--- src/hdl/adc_ctrl_map.vh ---
// Purpose: Offsets, field positions, reset values and timing counts of the converter control.
// Assumes: Byte-wide registers on a plain strobe port.
// Notes:   Definitions only.
`ifndef ADC_CTRL_MAP_VH
`define ADC_CTRL_MAP_VH

`define ADDR_STATUS_CONTROL  2'h0
`define ADDR_RESULT          2'h1
`define ADDR_CLOCK_SELECT    2'h2

`define FIELD_COMPLETE       7
`define FIELD_INT_ENABLE     6
`define FIELD_CONTINUOUS     5
`define FIELD_CHAN_LSB       0
`define CHAN_IDLE            5'h1F

`define RESET_STATUS_CONTROL 8'h1F
`define RESET_CLOCK_SELECT   8'h00

`define CONV_TIME_NS         1000
`define CONV_CYCLES          ((`CONV_TIME_NS + 9) / 10)

`endif

--- src/hdl/adc_conversion_control.v ---
// Purpose: Status, control and result registers of an 8-bit four-channel converter.
// Assumes: One 100 MHz clock; register strobes are single-cycle and never overlap.
// Notes:   Read data stand in the cycle after the read strobe only.
//
// The register addresses and strobed register access are this design's own decisions.
`include "adc_ctrl_map.vh"

// Functional notes
// [RULE1] Interrupts disabled: completion flag sets at each conversion end.
// [RULE2] Completion flag holds until the result register is read.
// [RULE3] Reset clears the completion flag.
// [RULE4] Interrupts enabled: flag never sets and reads zero.
// [RULE5] Software writes zero into the completion flag position.
// [RULE6] Interrupt enabled: request raised at each conversion end; otherwise none.
// [RULE7] Result read or control write removes a pending request.
// [RULE8] Reset clears the interrupt enable.
// [RULE9] Continuous mode converts back to back, loading the result each time.
// [RULE10] Single mode converts once and stops.
// [RULE11] Reset clears continuous mode.
// [RULE12] Software should discard data of a conversion cut by a control write.
// [RULE13] Input taken from one of four channels shared with port pins.
// [RULE14] A control write aborts the running conversion and starts a new one; the code does so only for channel codes zero to three.
module adc_conversion_control #(
    parameter CYCLES = `CONV_CYCLES
) (
    input  wire        REF_CLK,
    input  wire        NRST,
    input  wire        CE,
    input  wire [1:0]  ADDR,
    input  wire [7:0]  WDATA,
    input  wire        WR,
    input  wire        RD,
    output reg  [7:0]  RDATA,
    output reg         IRQ,
    output wire        BUSY,
    output wire [3:0]  CHAN_ENABLE,
    input  wire [31:0] ANALOG_INPUT_VOLTAGE
);
    reg        conversion_complete_flag;
    reg        conv_interrupt_enable;
    reg        continuous_convert;
    reg  [4:0] channel_field;
    reg  [7:0] converter_clock_select;
    reg  [7:0] result;
    reg        restart;
    reg  [7:0] next_rdata;
    wire       busy;
    wire       done;
    wire [7:0] code;
    wire       ctrl_write = WR && ADDR == `ADDR_STATUS_CONTROL;
    wire       result_read = RD && ADDR == `ADDR_RESULT;
    wire       channel_valid = channel_field[4:2] == 3'h0;

    // Channel codes above three start no conversion, as the idle code; a running one goes on.
    wire start = (ctrl_write && WDATA[4:2] == 3'h0) || restart; // [RULE14]

    assign BUSY = busy;
    // Pin ownership follows the selected channel; other pins stay with the port. [RULE13]
    assign CHAN_ENABLE = (busy || channel_valid) && channel_field != `CHAN_IDLE ?
                         (4'h1 << channel_field[1:0]) : 4'h0;

    adc_sampler #(
        .CYCLES(CYCLES)
    ) u_sampler (
        .clk     (REF_CLK),
        .nrst    (NRST),
        .ce      (CE),
        .start   (start),
        .chan    (ctrl_write ? WDATA[1:0] : channel_field[1:0]), // [RULE13]
        .samples (ANALOG_INPUT_VOLTAGE),
        .busy    (busy),
        .done    (done),
        .code    (code)
    );

    always @(posedge REF_CLK or negedge NRST) begin
        if (!NRST) begin
            conversion_complete_flag <= 1'b0; // [RULE3]
            conv_interrupt_enable    <= 1'b0; // [RULE8]
            continuous_convert       <= 1'b0; // [RULE11]
            channel_field            <= `CHAN_IDLE;
            converter_clock_select   <= `RESET_CLOCK_SELECT;
            result                   <= 8'h00;
            restart                  <= 1'b0;
            IRQ                      <= 1'b0;
            RDATA                    <= 8'h00;
        end else if (CE) begin
            RDATA   <= next_rdata;
            // Back-to-back only in continuous mode; single mode stops after one. [RULE9] [RULE10]
            restart <= done && continuous_convert && !ctrl_write;
            if (ctrl_write) begin
                // The written completion bit is ignored. [RULE5]
                conv_interrupt_enable <= WDATA[`FIELD_INT_ENABLE];
                continuous_convert    <= WDATA[`FIELD_CONTINUOUS];
                channel_field         <= WDATA[4:0];
            end
            if (WR && ADDR == `ADDR_CLOCK_SELECT)
                converter_clock_select <= WDATA;
            // A conversion finishing in the write cycle was cut short by that write. [RULE12]
            if (done && !ctrl_write)
                result <= code; // [RULE9]
            // Set wins over the clearing read of the same cycle.
            if (done && !ctrl_write && !conv_interrupt_enable)
                conversion_complete_flag <= 1'b1; // [RULE1]
            else if (result_read || conv_interrupt_enable)
                conversion_complete_flag <= 1'b0; // [RULE2] [RULE4]
            if (done && !ctrl_write && conv_interrupt_enable)
                IRQ <= 1'b1; // [RULE6]
            else if (result_read || ctrl_write || !conv_interrupt_enable)
                IRQ <= 1'b0; // [RULE7]
        end
    end

    always @* begin
        next_rdata = 8'h00;
        if (RD) begin
            case (ADDR)
                `ADDR_STATUS_CONTROL: next_rdata = {conversion_complete_flag
                                                    && !conv_interrupt_enable, // [RULE4]
                                                    conv_interrupt_enable,
                                                    continuous_convert, channel_field};
                `ADDR_RESULT:         next_rdata = result;
                `ADDR_CLOCK_SELECT:   next_rdata = converter_clock_select;
                default:              next_rdata = 8'h00;
            endcase
        end
    end
endmodule

--- src/hdl/adc_sampler.v ---
// Purpose: Times one conversion and captures the selected channel.
// Assumes: Channel samples are digital codes synchronous to the clock.
// Notes:   A start pulse restarts a running conversion.
`include "adc_ctrl_map.vh"

module adc_sampler #(
    parameter CYCLES = `CONV_CYCLES
) (
    input  wire        clk,
    input  wire        nrst,
    input  wire        ce,
    input  wire        start,
    input  wire [1:0]  chan,
    input  wire [31:0] samples,
    output reg         busy,
    output reg         done,
    output reg  [7:0]  code
);
    reg [15:0] count;
    reg [1:0]  held_chan;

    always @(posedge clk or negedge nrst) begin
        if (!nrst) begin
            busy      <= 1'b0;
            done      <= 1'b0;
            code      <= 8'h00;
            count     <= 16'h0000;
            held_chan <= 2'h0;
        end else if (ce) begin
            done <= 1'b0;
            if (start) begin
                busy      <= 1'b1;
                count     <= 16'h0000;
                held_chan <= chan;
            end else if (busy) begin
                if (count == CYCLES[15:0] - 16'h0001) begin
                    busy <= 1'b0;
                    done <= 1'b1;
                    code <= samples[held_chan * 8 +: 8];
                end else begin
                    count <= count + 16'h0001;
                end
            end
        end
    end
endmodule

--- config.mk ---
export PLATFORM = sky130hd
export DESIGN_NAME = adc_conversion_control
export DESIGN_NICKNAME = d
export VERILOG_FILES = /design/src/hdl/adc_conversion_control.v /design/src/hdl/adc_sampler.v
export VERILOG_INCLUDE_DIRS = /design/src /design/src/hdl
export SDC_FILE = /design/constraint.sdc
export NUM_CORES = 1
export LEC_CHECK = 0
export ABC_AREA = 1
export BUFFER_PORTS_ARGS = -buffer_cell sky130_fd_sc_hd__buf_2
export CAP_MARGIN = 0
export CELL_PAD_IN_SITES_DETAIL_PLACEMENT = 2
export CELL_PAD_IN_SITES_GLOBAL_PLACEMENT = 2
export CORE_ASPECT_RATIO = 1.75
export CORE_UTILIZATION = 33
export CTS_BUF_LIST = sky130_fd_sc_hd__clkbuf_8
export DETAILED_ROUTE_END_ITERATION = 7
export PLACE_DENSITY = 0.92
export SLEW_MARGIN = 5
export SYNTH_ARGS = -nofsm -noshare
export SYNTH_HDL_FRONTEND = slang
export SYNTH_SLANG_ARGS = --single-unit
--- constraint.sdc ---
create_clock -name REF_CLK -period 1.9 [get_ports REF_CLK]
set_clock_uncertainty 0.1 [all_clocks]
set_input_delay 0.38 -clock REF_CLK [delete_from_list [all_inputs] [get_ports REF_CLK]]
set_output_delay 0.38 -clock REF_CLK [all_outputs]
set_load 0.01 [all_outputs]
# Word-level counts from Yosys, hierarchy flattened
# Index checks and enable logic that the tools add are counted.
# word_totals
out_inout_bits	14
in_bits	47
latch_bits	0
word_cells	72
ram_bits	0
n_memories	0
regBits	62
mem_bits_ro	0
# classes
shifts	2
addsub	1
n_bitwise	1
n_reduce_logical	32
n_mul	0
magnitude_cmp	0
muxes	17
div	0
n_eq_ne	5
# ops
op	count
16-bit 2-to-1 mux	3
32-bit by 6-bit indexed part select with 8-bit output	1
8-bit case mux with 3 select lines	1
16-bit by 1-bit adder with 16-bit output (second input constant)	1
16-bit by 7-bit == test with 1-bit output (second input constant)	1
2-bit AND reduction	6
1-bit logical AND	11
1-bit 2-to-1 mux	10
8-bit 2-to-1 mux	1
3-bit zero test	2
2-bit nonzero test	3
1-bit logical OR	5
5-bit inequality test (second input constant)	1
4-bit 2-to-1 mux	1
4-bit AND reduction	1
1-bit by 2-bit << shifter with 4-bit output (first input constant)	1
3-bit AND reduction	1
2-bit by 1-bit == test with 1-bit output (second input constant)	1
2-bit == test (second input constant)	1
1-bit zero test	2
2-bit zero test	1
2-bit 2-to-1 mux	1
2-bit inequality test (second input constant)	1
1-bit inverter	1

# Depth between registers and ports, before layout
# Gate-level depths: netlist of the first run.
# depth
word_depth	7
ltp_mapped	11
mapped_depth_nobuf	10

# Hierarchy
# From an unflattened synthesis of the first run, not the netlist that was laid out.
# hier_totals
cells_unflattened	470
area_unflattened_um2	3404.5
# by_module_without_submodules
mod	area_each_um2	cells_each	seq_area_each_um2	n_inst
adc_sampler	1776.7	258	700.7	1
adc_conversion_control	1627.8	212	857.1	1

# Worst setup path before layout of the first run
# OpenSTA, ideal clock, no wires.
# synth_timing
path_kind	register to output
start	register channel_field[4]
end	output port CHAN_ENABLE[2]
n_path_buf	0
required_time_ns	1.420
path_slack_ns	0.382
stages_incl_launch_ff	4
t_arrival_ns	1.038
path_cell_list	dfstp_2 > o31ai_1 > o21ai_0 > nor3_1
# synth_between
elab_chain_len	4
word_cells_on_any_way	5
cone_classes	eq/ne: 1; mux: 1; reduce/logical: 3
# synth_rtl
element	line	rtl
start: declaration	adc_conversion_control.v:42	reg [4:0] channel_field;
start signal: assignment	adc_conversion_control.v:81	channel_field <= `CHAN_IDLE;
start signal: assignment	adc_conversion_control.v:95	channel_field <= WDATA[4:0];
3-bit zero test	adc_conversion_control.v:52	wire channel_valid = channel_field[4:2] == 3'h0;
1-bit logical OR	adc_conversion_control.v:59	assign CHAN_ENABLE = (busy || channel_valid) && channel_field != `CHAN_IDLE ?
1-bit logical AND (no source line) *	--	
4-bit 2-to-1 mux *	adc_conversion_control.v:59	
end: declaration	adc_conversion_control.v:36	output wire [3:0] CHAN_ENABLE,
# Mark *: on every way between the ends. The rest lies on a longest branch, timed or not.

# Final worst setup path of the first run
# layout_timing
start	register channel_field[2]
end	output port CHAN_ENABLE[2]
# Same word-level chain as after synthesis.

==> flow_metrics.env, run 1 <==
export IMPL_status="finished, violations left"
export IMPL_violations="negative setup slack"
export IMPL_setup_viol=2
export IMPL_first_pass_iters=4
export IMPL_r2r_end="u_sampler.count[12]"
export IMPL_port_buffers=60
export IMPL_met2_usage=0.484
export IMPL_drv_slew=0
export IMPL_hp_class="in -> reg"
export IMPL_fin_nets=559
export IMPL_relSlewSlack=0.607
export IMPL_r2r_setup_slack_ns=0.04
export IMPL_core_area_sq_mm=0.00985
export IMPL_layout_drive_gt1_share=0.233
export IMPL_ios=61
export IMPL_cpPeakStageDelay_ns=0.58
export IMPL_fmax_ghz=0.505
export IMPL_cts_buffers_inserted=9
export IMPL_hold_start="WDATA[7]"
export IMPL_setup_slack_ns=-0.0805
export IMPL_r2r_start="u_sampler.count[1]"
export IMPL_synth_distinct_cells=33
export IMPL_dp_hpwl_mm=9.11
export IMPL_grt_ovfl_total=0
export IMPL_cts_root_buf="clkbuf_8"
export IMPL_fin_cells=639
export IMPL_drc=0
export IMPL_clock_sinks=62
export IMPL_power_density_mw_per_mm2=886
export IMPL_vias=3387
export IMPL_grt_most_used_layer="met2"
export IMPL_dp_cells=621
export IMPL_cts_htree_levels=3
export IMPL_antenna_found_initial=0
export IMPL_die_h_um=135
export IMPL_dp_slack_ns=0.0147
export IMPL_ant_nets=0
export IMPL_die_width_um=78.1
export IMPL_synth_top_cell_area_share=0.426
export IMPL_drtIter0Drc=153
export IMPL_track_usage=0.252
export IMPL_ir_worst_vdd_v=0.000401
export IMPL_synth_fp_nets=484
export IMPL_tightest_slew_ns=0.588
export IMPL_hold_viol=0
export IMPL_clockBufferDepth=2
export IMPL_cp_slowest_cell="dfstp_2"
export IMPL_antenna_cells=0
export IMPL_die_area_sq_mm=0.0106
export IMPL_ys_warnings_count=0
export IMPL_syn_area_sq_mm=0.00335
export IMPL_cp_num_cells=4
export IMPL_path_delay_family="flip-flops"
export IMPL_clock_latency_ns=0.36
export IMPL_place_congestion=0.860
export IMPL_vias_per_cell=5.30
export IMPL_grt_max_degree=63
export IMPL_num_rows=48
export IMPL_clkTransAtPathRegs_ns=0.06
export IMPL_grt_pass1_wl_mm=19.8
export IMPL_area_growth_pct=22.3
export IMPL_drv_cap=0
export IMPL_grtUsageMet3=0.0444
export IMPL_critPathKind="reg -> out"
export IMPL_path_cells="nand4_1 -> o21ai_2 -> nor3_2 -> buf_2"
export IMPL_rsz0062_at_grt="yes"
export IMPL_hold_path_cell_count=2
export IMPL_r2r_worst_path_cells=9
export IMPL_crit_arrival_ns=1.50
export IMPL_cp_start_kind="flip-flop"
export IMPL_syn_area_per_cell_sq_um=7.67
export IMPL_cp_num_buf_inv=1
export IMPL_grt_pass1_vias=3932
export IMPL_min_period_ns=1.98
export IMPL_use_met1=0.246
export IMPL_synthCells=436
export IMPL_power_w=0.00363
export IMPL_start_util=0.340
export IMPL_wirelength_mm=12.6
export IMPL_synth_area_top_cells="dfrtp_1, nand2_1, o21ai_0, nor2_1, inv_1"
export IMPL_synth_seq_cells=62
export IMPL_endpoint_kind="output pin"
export IMPL_min_to="converter_clock_select[7]"
export IMPL_fin_crit_sh=1.04
export IMPL_worst_path_max_fanout=3
export IMPL_wl_per_cell_um=19.6
export IMPL_yosysTopAreaCell="dfrtp_1"
export IMPL_required_ns=1.42
export IMPL_cts_tree="done"
export IMPL_seq_area_frac_synth=0.466
export IMPL_p_leak_nw=2.16
## registers in the layout (all words and copies together) (netlist names)
| name | count |
|---|---|
| continuous_convert | 1 |
| channel_field | 5 |
| u_sampler.held_chan | 2 |
| u_sampler.busy | 1 |
| u_sampler.count | 16 |
| result | 8 |
| u_sampler.code | 8 |
| conversion_complete_flag | 1 |
| converter_clock_select | 8 |
| restart | 1 |
| conv_interrupt_enable | 1 |
| RDATA | 8 |
| IRQ | 1 |
| u_sampler.done | 1 |
## routing by layer
layer  wire [um]  vias up  share of wire
li1            -     1543              -
met1        4410     1728           0.35
met2        7210       89           0.57
met3         398       27          0.032
met4         536        0          0.043
met5           0        -              0
## cells by family after synthesis
| group | synth area share |
|---|---|
| fa+ha+maj | 0.00374 |
| buf+inv | 0.0673 |
| compound gates | 0.117 |
| simple gates | 0.316 |
| xor+xnor | 0.0131 |
| mux | 0.0168 |
| flops | 0.466 |
## power breakdown
part | internal (W) | switching [W]
Clock | 0.000654 | 0.000524
Sequential | 0.00148 | 0.000139
Combinational | 0.000300 | 0.000532
Total | 0.00243 | 0.00120
## worst max-delay path by stage
stage                                 from                         to
final                     channel_field[2]             CHAN_ENABLE[2]
after global routing      channel_field[2]             CHAN_ENABLE[2]
after CTS                 channel_field[2]             CHAN_ENABLE[3]
after detailed placement           ADDR[0]  converter_clock_select[3]
after global placement             ADDR[0]  converter_clock_select[3]
after floorplan           channel_field[4]             CHAN_ENABLE[2]
## layout make-up
type                    instances  area (sq um)
multi-input cells             320          1600
repair buffers                 72           418
well taps                     125           156
inverters                      46           175
clock buffers                  11           151
clock inverters                 3          37.5
fillers                      1187          5760
flip-flops and latches         62          1560
## through the flow
stage	setup TNS (ns)	hold slack, ns	instance area [sq um]	utilization
2_1_floorplan	0	-0.0156	3350	-
5_1_grt	-0.752	0.168	4090	0.415
6_report	-0.143	0.160	4090	0.415
4_1_cts	-0.113	0.146	4060	0.412
3_3_place_gp	0	0.315	3820	0.388
3_5_place_dp	0	0.321	3820	0.388
## Yosys cell counts
cell and count:
a21oi_1 9, a22o_1 3, buf_2 4, buf_6 2, clkbuf_1 2, clkinv_1 1
dfrtp_1 57, dfstp_2 5, ha_1 1, inv_1 41, inv_2 3, inv_4 1
mux2_2 5, nand2_1 144, nand2_2 2, nand2_4 6, nand2_8 1, nand3_1 15
nand3_2 1, nand4_1 3, nand4_2 1, nor2_1 50, nor2_2 4, nor2_4 1
nor2_8 1, nor3_1 6, nor3_2 1, nor3_4 1, o21ai_0 41, o21ai_1 3
o22ai_1 15, o31ai_1 1, xor2_1 5
## cell usage in the layout, fill, tap and decap left out, drive strengths merged
cell type    synthesis  routed
a21oi                9       9
a22o                 3       3
buf                  6      71
bufinv               0       1
clkbuf               2      11
clkinv               1       1
dfrtp               57      57
dfstp                5       5
dlygate4sd3          0       1
ha                   1       1
inv                 45      47
mux2                 5       5
nand2              153     153
nand3               16      16
nand4                4       4
nor2                56      56
nor3                 8       8
o21ai               44      44
o22ai               15      15
o31ai                1       1
xor2                 5       5
## timing repair
item                                    CTS  global route
resized for setup                         5             2
endpoints found under the hold margin    57             0
hold buffers                              1             0
pin swaps                                 1             3
gates cloned                              0             0
endpoints found under the setup margin    4            14
setup buffers                             2             1
Note: power is estimated with default switching activity, not from simulation.
==> run 2, diff against run 1 <==
--- a/config.mk
+++ b/config.mk
@@ -7,14 +7,14 @@
 export NUM_CORES = 1
 export LEC_CHECK = 0
 export ABC_AREA = 1
-export BUFFER_PORTS_ARGS = -buffer_cell sky130_fd_sc_hd__buf_2
 export CAP_MARGIN = 0
 export CELL_PAD_IN_SITES_DETAIL_PLACEMENT = 2
 export CELL_PAD_IN_SITES_GLOBAL_PLACEMENT = 2
 export CORE_ASPECT_RATIO = 1.75
-export CORE_UTILIZATION = 33
+export CORE_UTILIZATION = 38
 export CTS_BUF_LIST = sky130_fd_sc_hd__clkbuf_8
 export DETAILED_ROUTE_END_ITERATION = 7
+export DONT_BUFFER_PORTS = 1
 export PLACE_DENSITY = 0.92
 export SLEW_MARGIN = 5
 export SYNTH_ARGS = -nofsm -noshare
==> flow_metrics.env, run 2 (synthesis gave the netlist of run 1 again) <==
export IMPL_status="finished, violations left"
export IMPL_violations="negative setup slack"
export IMPL_hold_path_cell_count=2
export IMPL_clkTransAtPathRegs_ns=0.08
export IMPL_hp_class="in -> reg"
export IMPL_cts_root_buf="clkbuf_8"
export IMPL_path_cells="inv_1 -> nor3_1 -> buf_4"
export IMPL_start_util=0.388
export IMPL_design_area_sq_mm=0.00377
export IMPL_clock_sinks=62
export IMPL_cp_slowest_cell="dfstp_2"
export IMPL_layout_common_cells="nand2_1, dfrtp_1, nor2_1"
export IMPL_p_leak_nw=1.89
export IMPL_drv_cap=0
export IMPL_p_sw_w=0.00119
export IMPL_required_ns=1.42
export IMPL_relSlewSlack=0.684
export IMPL_comb_power_share=0.215
export IMPL_critPathKind="reg -> out"
export IMPL_grt_pass1_wl_mm=19.6
export IMPL_r2r_setup_slack_ns=0.06
export IMPL_finalSetupTns_ns=-0.0212
export IMPL_r2r_end="u_sampler.count[15]"
export IMPL_drv_slew=0
export IMPL_vias=3080
export IMPL_ios=61
export IMPL_path_delay_family="flip-flops"
export IMPL_min_to="continuous_convert"
export IMPL_core_area_sq_mm=0.00861
export IMPL_endpoint_kind="output pin"
export IMPL_num_rows=45
export IMPL_antenna_cells=0
export IMPL_place_congestion=0.860
export IMPL_seq_power_share=0.468
export IMPL_crit_arrival_ns=1.44
export IMPL_r2r_start="u_sampler.count[5]"
export IMPL_die_h_um=126
export IMPL_cts_htree_levels=3
export IMPL_p_clk_frac=0.316
export IMPL_tightest_slew_ns=0.474
export IMPL_cpPeakStageDelay_ns=0.56
export IMPL_die_width_um=72.9
export IMPL_cp_num_cells=3
export IMPL_wl_per_cell_um=21.3
export IMPL_power_density_mw_per_mm2=914
export IMPL_final_common_cell="nand2_1"
export IMPL_drc=0
export IMPL_die_area_sq_mm=0.00920
export IMPL_regMostFlops="u_sampler.count"
export IMPL_layout_drive_gt1_share=0.147
export IMPL_r2r_worst_path_cells=8
export IMPL_grt_ovfl_total=0
export IMPL_first_pass_iters=4
export IMPL_cts_tree="done"
export IMPL_cellInternalPower_w=0.00226
export IMPL_clock_latency_ns=0.36
export IMPL_area_growth_pct=12.7
export IMPL_worst_path_max_fanout=5
export IMPL_rsz0062_at_grt="yes"
export IMPL_cp_start_kind="flip-flop"
export IMPL_ant_nets=0
export IMPL_fill_cells=996
export IMPL_vias_per_cell=5.38
export IMPL_hold_viol=0
export IMPL_antenna_found_initial=0
export IMPL_hold_start="WDATA[5]"
export IMPL_setup_slack_ns=-0.0212
export IMPL_fin_crit_sh=1.01
export IMPL_post_dp_cell_area_sq_mm=0.00349
export IMPL_min_period_ns=1.92
export IMPL_track_usage=0.294
export IMPL_fin_nets=499
export IMPL_largest_reg_flops=16
export IMPL_setup_viol=1
export IMPL_dp_hpwl_mm=8.53
export IMPL_cts_buffers_inserted=9
export IMPL_cp_num_buf_inv=2
export IMPL_port_buffers=0
export IMPL_drtIter0Drc=117
export IMPL_ir_worst_vdd_v=0.000471
export IMPL_wirelength_mm=12.2
export IMPL_grt_max_degree=63
export IMPL_fmax_ghz=0.521
export IMPL_p_sw_frac=0.345
export IMPL_clockBufferDepth=2
export IMPL_grt_pass1_vias=3674
run 2: cell type report:
| cell class | instances | area [sq um] | share of cell area |
|---|---|---|---|
| multi-input combinational | 320 | 1600 | 0.425 |
| sequential | 62 | 1560 | 0.413 |
| inverter | 46 | 175 | 0.0464 |
| clock buffer | 11 | 151 | 0.0401 |
| tap | 117 | 146 | 0.0388 |
| timing repair buffer | 12 | 115 | 0.0305 |
| clock inverter | 4 | 22.5 | 0.00597 |
run 2: power by group through the flow:
stage	combinational, W	sequential [W]	clock (W)
2_1_floorplan	0.000476	0.00159	0
3_3_place_gp	0.000592	0.00161	0
3_5_place_dp	0.000641	0.00163	0
4_1_cts	0.000734	0.00162	0.00112
5_1_grt	0.000826	0.00164	0.00114
6_report	0.000742	0.00162	0.00109
run 2: worst max-delay path by stage:
| stage | endpoint | slack [ns] | start |
|---|---|---|---|
| 6_report | CHAN_ENABLE[3] | -0.02 | channel_field[0] |
| 5_1_grt | CHAN_ENABLE[3] | -0.10 | channel_field[4] |
| 4_1_cts | CHAN_ENABLE[2] | -0.03 | channel_field[2] |
| 3_5_place_dp | u_sampler.code[7] | 0.1 | u_sampler.count[1] |
| 3_3_place_gp | CHAN_ENABLE[2] | 0.23 | channel_field[4] |
| 2_1_floorplan | CHAN_ENABLE[2] | 0.38 | channel_field[4] |
run 2: through the flow:
stage / utilization / hold WS (ns) / setup WS, ns / cells / total power [W]
after floorplan: - / -0.0156 / 0.382 / 436 / 0.00207
after global placement: 0.406 / -0.0140 / 0.234 / 552 / 0.00221
after detailed placement: 0.406 / -0.0142 / 0.0990 / 552 / 0.00227
after CTS: 0.436 / 0.0328 / -0.0273 / 572 / 0.00347
after global routing: 0.438 / 0.0652 / -0.105 / 572 / 0.00360
final: 0.438 / 0.0501 / -0.0212 / 572 / 0.00345
run 2: what timing repair did:
action | 4_1_cts | 5_1_grt
setup endpoints to repair | 5 | 11
hold endpoints to repair | 64 | 0
setup buffers | 2 | 0
hold buffers | 3 | 0
pin swaps | 2 | 1
gates resized for setup | 7 | 5
run 2: layer usage:
metal,vias to the layer above,track usage,routed length [um]
li1,1426,-,-
met1,1539,0.312,4520
met2,85,0.537,6740
met3,30,0.0528,437
met4,0,0.148,505
met5,-,0,0
==> run 3, diff against run 2 <==
--- a/config.mk
+++ b/config.mk
@@ -11,11 +11,12 @@
 export CELL_PAD_IN_SITES_DETAIL_PLACEMENT = 2
 export CELL_PAD_IN_SITES_GLOBAL_PLACEMENT = 2
 export CORE_ASPECT_RATIO = 1.75
-export CORE_UTILIZATION = 38
+export CORE_UTILIZATION = 34
 export CTS_BUF_LIST = sky130_fd_sc_hd__clkbuf_8
+export CTS_CLUSTER_DIAMETER = 150
 export DETAILED_ROUTE_END_ITERATION = 7
 export DONT_BUFFER_PORTS = 1
-export PLACE_DENSITY = 0.92
+export PLACE_DENSITY = 0.88
 export SLEW_MARGIN = 5
 export SYNTH_ARGS = -nofsm -noshare
 export SYNTH_HDL_FRONTEND = slang
==> constraint.sdc (replaced) <==
create_clock -name REF_CLK -period 1.65 [get_ports REF_CLK]
set_clock_uncertainty 0.1 [all_clocks]
set_input_delay 0.33 -clock REF_CLK [delete_from_list [all_inputs] [get_ports REF_CLK]]
set_output_delay 0.33 -clock REF_CLK [all_outputs]
set_load 0.01 [all_outputs]
==> flow_metrics.env, run 3 (synthesis gave the netlist of run 1 again) <==
export IMPL_required_ns=1.22
export IMPL_status="finished, violations left"
export IMPL_relSlewSlack=0.707
export IMPL_regMostFlops="u_sampler.count"
export IMPL_ir_worst_vdd_v=0.000637
export IMPL_antenna_found_initial=0
export IMPL_tightest_slew_ns=0.439
export IMPL_crit_arrival_ns=1.46
export IMPL_grt_max_degree=63
export IMPL_drv_slew=0
export IMPL_die_h_um=133
export IMPL_vias=3287
export IMPL_power_density_mw_per_mm2=1050
export IMPL_cts_buffers_inserted=9
export IMPL_start_util=0.351
export IMPL_fin_nets=524
export IMPL_hold_viol=62
export IMPL_worst_path_max_fanout=2
export IMPL_fmax_ghz=0.528
export IMPL_clock_sinks=62
export IMPL_port_buffers=0
export IMPL_hp_class="in -> async"
export IMPL_power_w=0.00440
export IMPL_track_usage=0.257
export IMPL_ant_nets=0
export IMPL_setup_viol=7
export IMPL_cts_tree="done"
export IMPL_clockBufferDepth=2
export IMPL_core_area_sq_mm=0.00953
export IMPL_wl_per_cell_um=22.8
export IMPL_final_common_cell="nand2_1"
export IMPL_grt_ovfl_total=0
export IMPL_cts_htree_levels=3
export IMPL_p_leak_nw=2.09
export IMPL_cp_start_kind="flip-flop"
export IMPL_violations="negative hold slack, negative setup slack"
export IMPL_area_growth_pct=25.4
export IMPL_cts_hold_buffers_added=1
export IMPL_setup_slack_ns=-0.245
export IMPL_min_period_ns=1.89
export IMPL_first_pass_iters=7
export IMPL_fin_crit_sh=1.15
export IMPL_die_area_sq_mm=0.0103
export IMPL_clock_latency_ns=0.36
export IMPL_whs_ns=-0.441
export IMPL_layout_common_cells="nand2_1, dfrtp_1, inv_1"
export IMPL_drv_cap=0
export IMPL_largest_reg_flops=16
export IMPL_grt_pass1_vias=3746
export IMPL_drc=0
export IMPL_clkTransAtPathRegs_ns=0.08
export IMPL_vias_per_cell=5.46
export IMPL_final_util=0.441
export IMPL_ios=61
export IMPL_drtIter0Drc=141
export IMPL_layout_drive_gt1_share=0.254
export IMPL_critPathKind="reg -> out"
export IMPL_grt_pass1_wl_mm=19.7
export IMPL_cts_root_buf="clkbuf_8"
export IMPL_rsz0062_at_grt="yes"
export IMPL_die_width_um=77.0
export IMPL_num_rows=47
export IMPL_antenna_cells=0
export IMPL_place_congestion=0.823
export IMPL_finalSetupTns_ns=-0.899
export IMPL_endpoint_kind="output pin"
export IMPL_wirelength_mm=13.7
export IMPL_dp_hpwl_mm=8.86
[run 3: cell types whose count changed in the layout (fill, tap and decap cells not counted), sizes merged]
cell         before  now
bufinv            0    1
dlygate4sd3       2    1
clkinvlp          1    0
buf              10   36
[run 3: area by class of cell]
type / count / area (sq um)
clock inverters: 4 / 47.5
inverters: 46 / 185
well taps: 122 / 153
multi-input cells: 320 / 1810
repair buffers: 37 / 295
flip-flops and latches: 62 / 1560
fillers: 1100 / 5330
clock buffers: 11 / 151
[run 3: where the power goes]
part	internal [W]	switching (W)	total, W	leakage [nW]
combinational	0.000435	0.000667	0.00110	1.19
clock	0.000767	0.000648	0.00141	0.107
sequential	0.00170	0.000184	0.00188	0.795
total	0.00290	0.00150	0.00440	2.09
[run 3: repair_timing]
action,in CTS,in global routing
setup buffers,4,9
endpoints found under the setup margin,28,30
pin swaps,5,20
gates resized for setup,16,55
hold endpoints to repair,64,62
[run 3: final timing paths]
path                                      from                        end  slack (ns)  cells after the start
min                                       NRST        u_sampler.count[14]       -0.44                      0
min in group REF_CLK                  WDATA[1]  converter_clock_select[1]        0.03                      1
max                           channel_field[3]             CHAN_ENABLE[3]       -0.24                      4
max in group asynchronous                 NRST           channel_field[0]        1.67                      0
min reg2reg                  u_sampler.code[3]          u_sampler.code[3]        0.40                      2
max reg2reg                u_sampler.count[13]        u_sampler.count[15]       -0.03                      9
[run 3: routing by layer]
layer  share of wire  wire, um  up-vias  track usage
li1                -         -     1474            -
met1            0.36      4900     1684        0.249
met2            0.56      7720       97        0.509
met3           0.034       466       32       0.0473
met4           0.047       645        0        0.121
met5               0         0        -            0
[run 3: metrics by stage]
stage / hold slack (ns) / worst slack [ns] / std cells / instance area [sq um]
floorplan: -0.0656 / 0.149 / 436 / 3350
finish: -0.441 / -0.245 / 602 / 4200
detailed placement: -0.0638 / -0.0788 / 573 / 3620
global route: -0.447 / -0.309 / 602 / 4200
CTS: -0.447 / -0.287 / 593 / 3910
global placement: -0.0639 / 0.0291 / 573 / 3620
[run 3: critical path: stages (launching register included)]
cell and delay, ns:
dfstp_2 0.39, o31ai_4 0.26, o21ai_2 0.11, nor3_2 0.20, buf_4 0.15
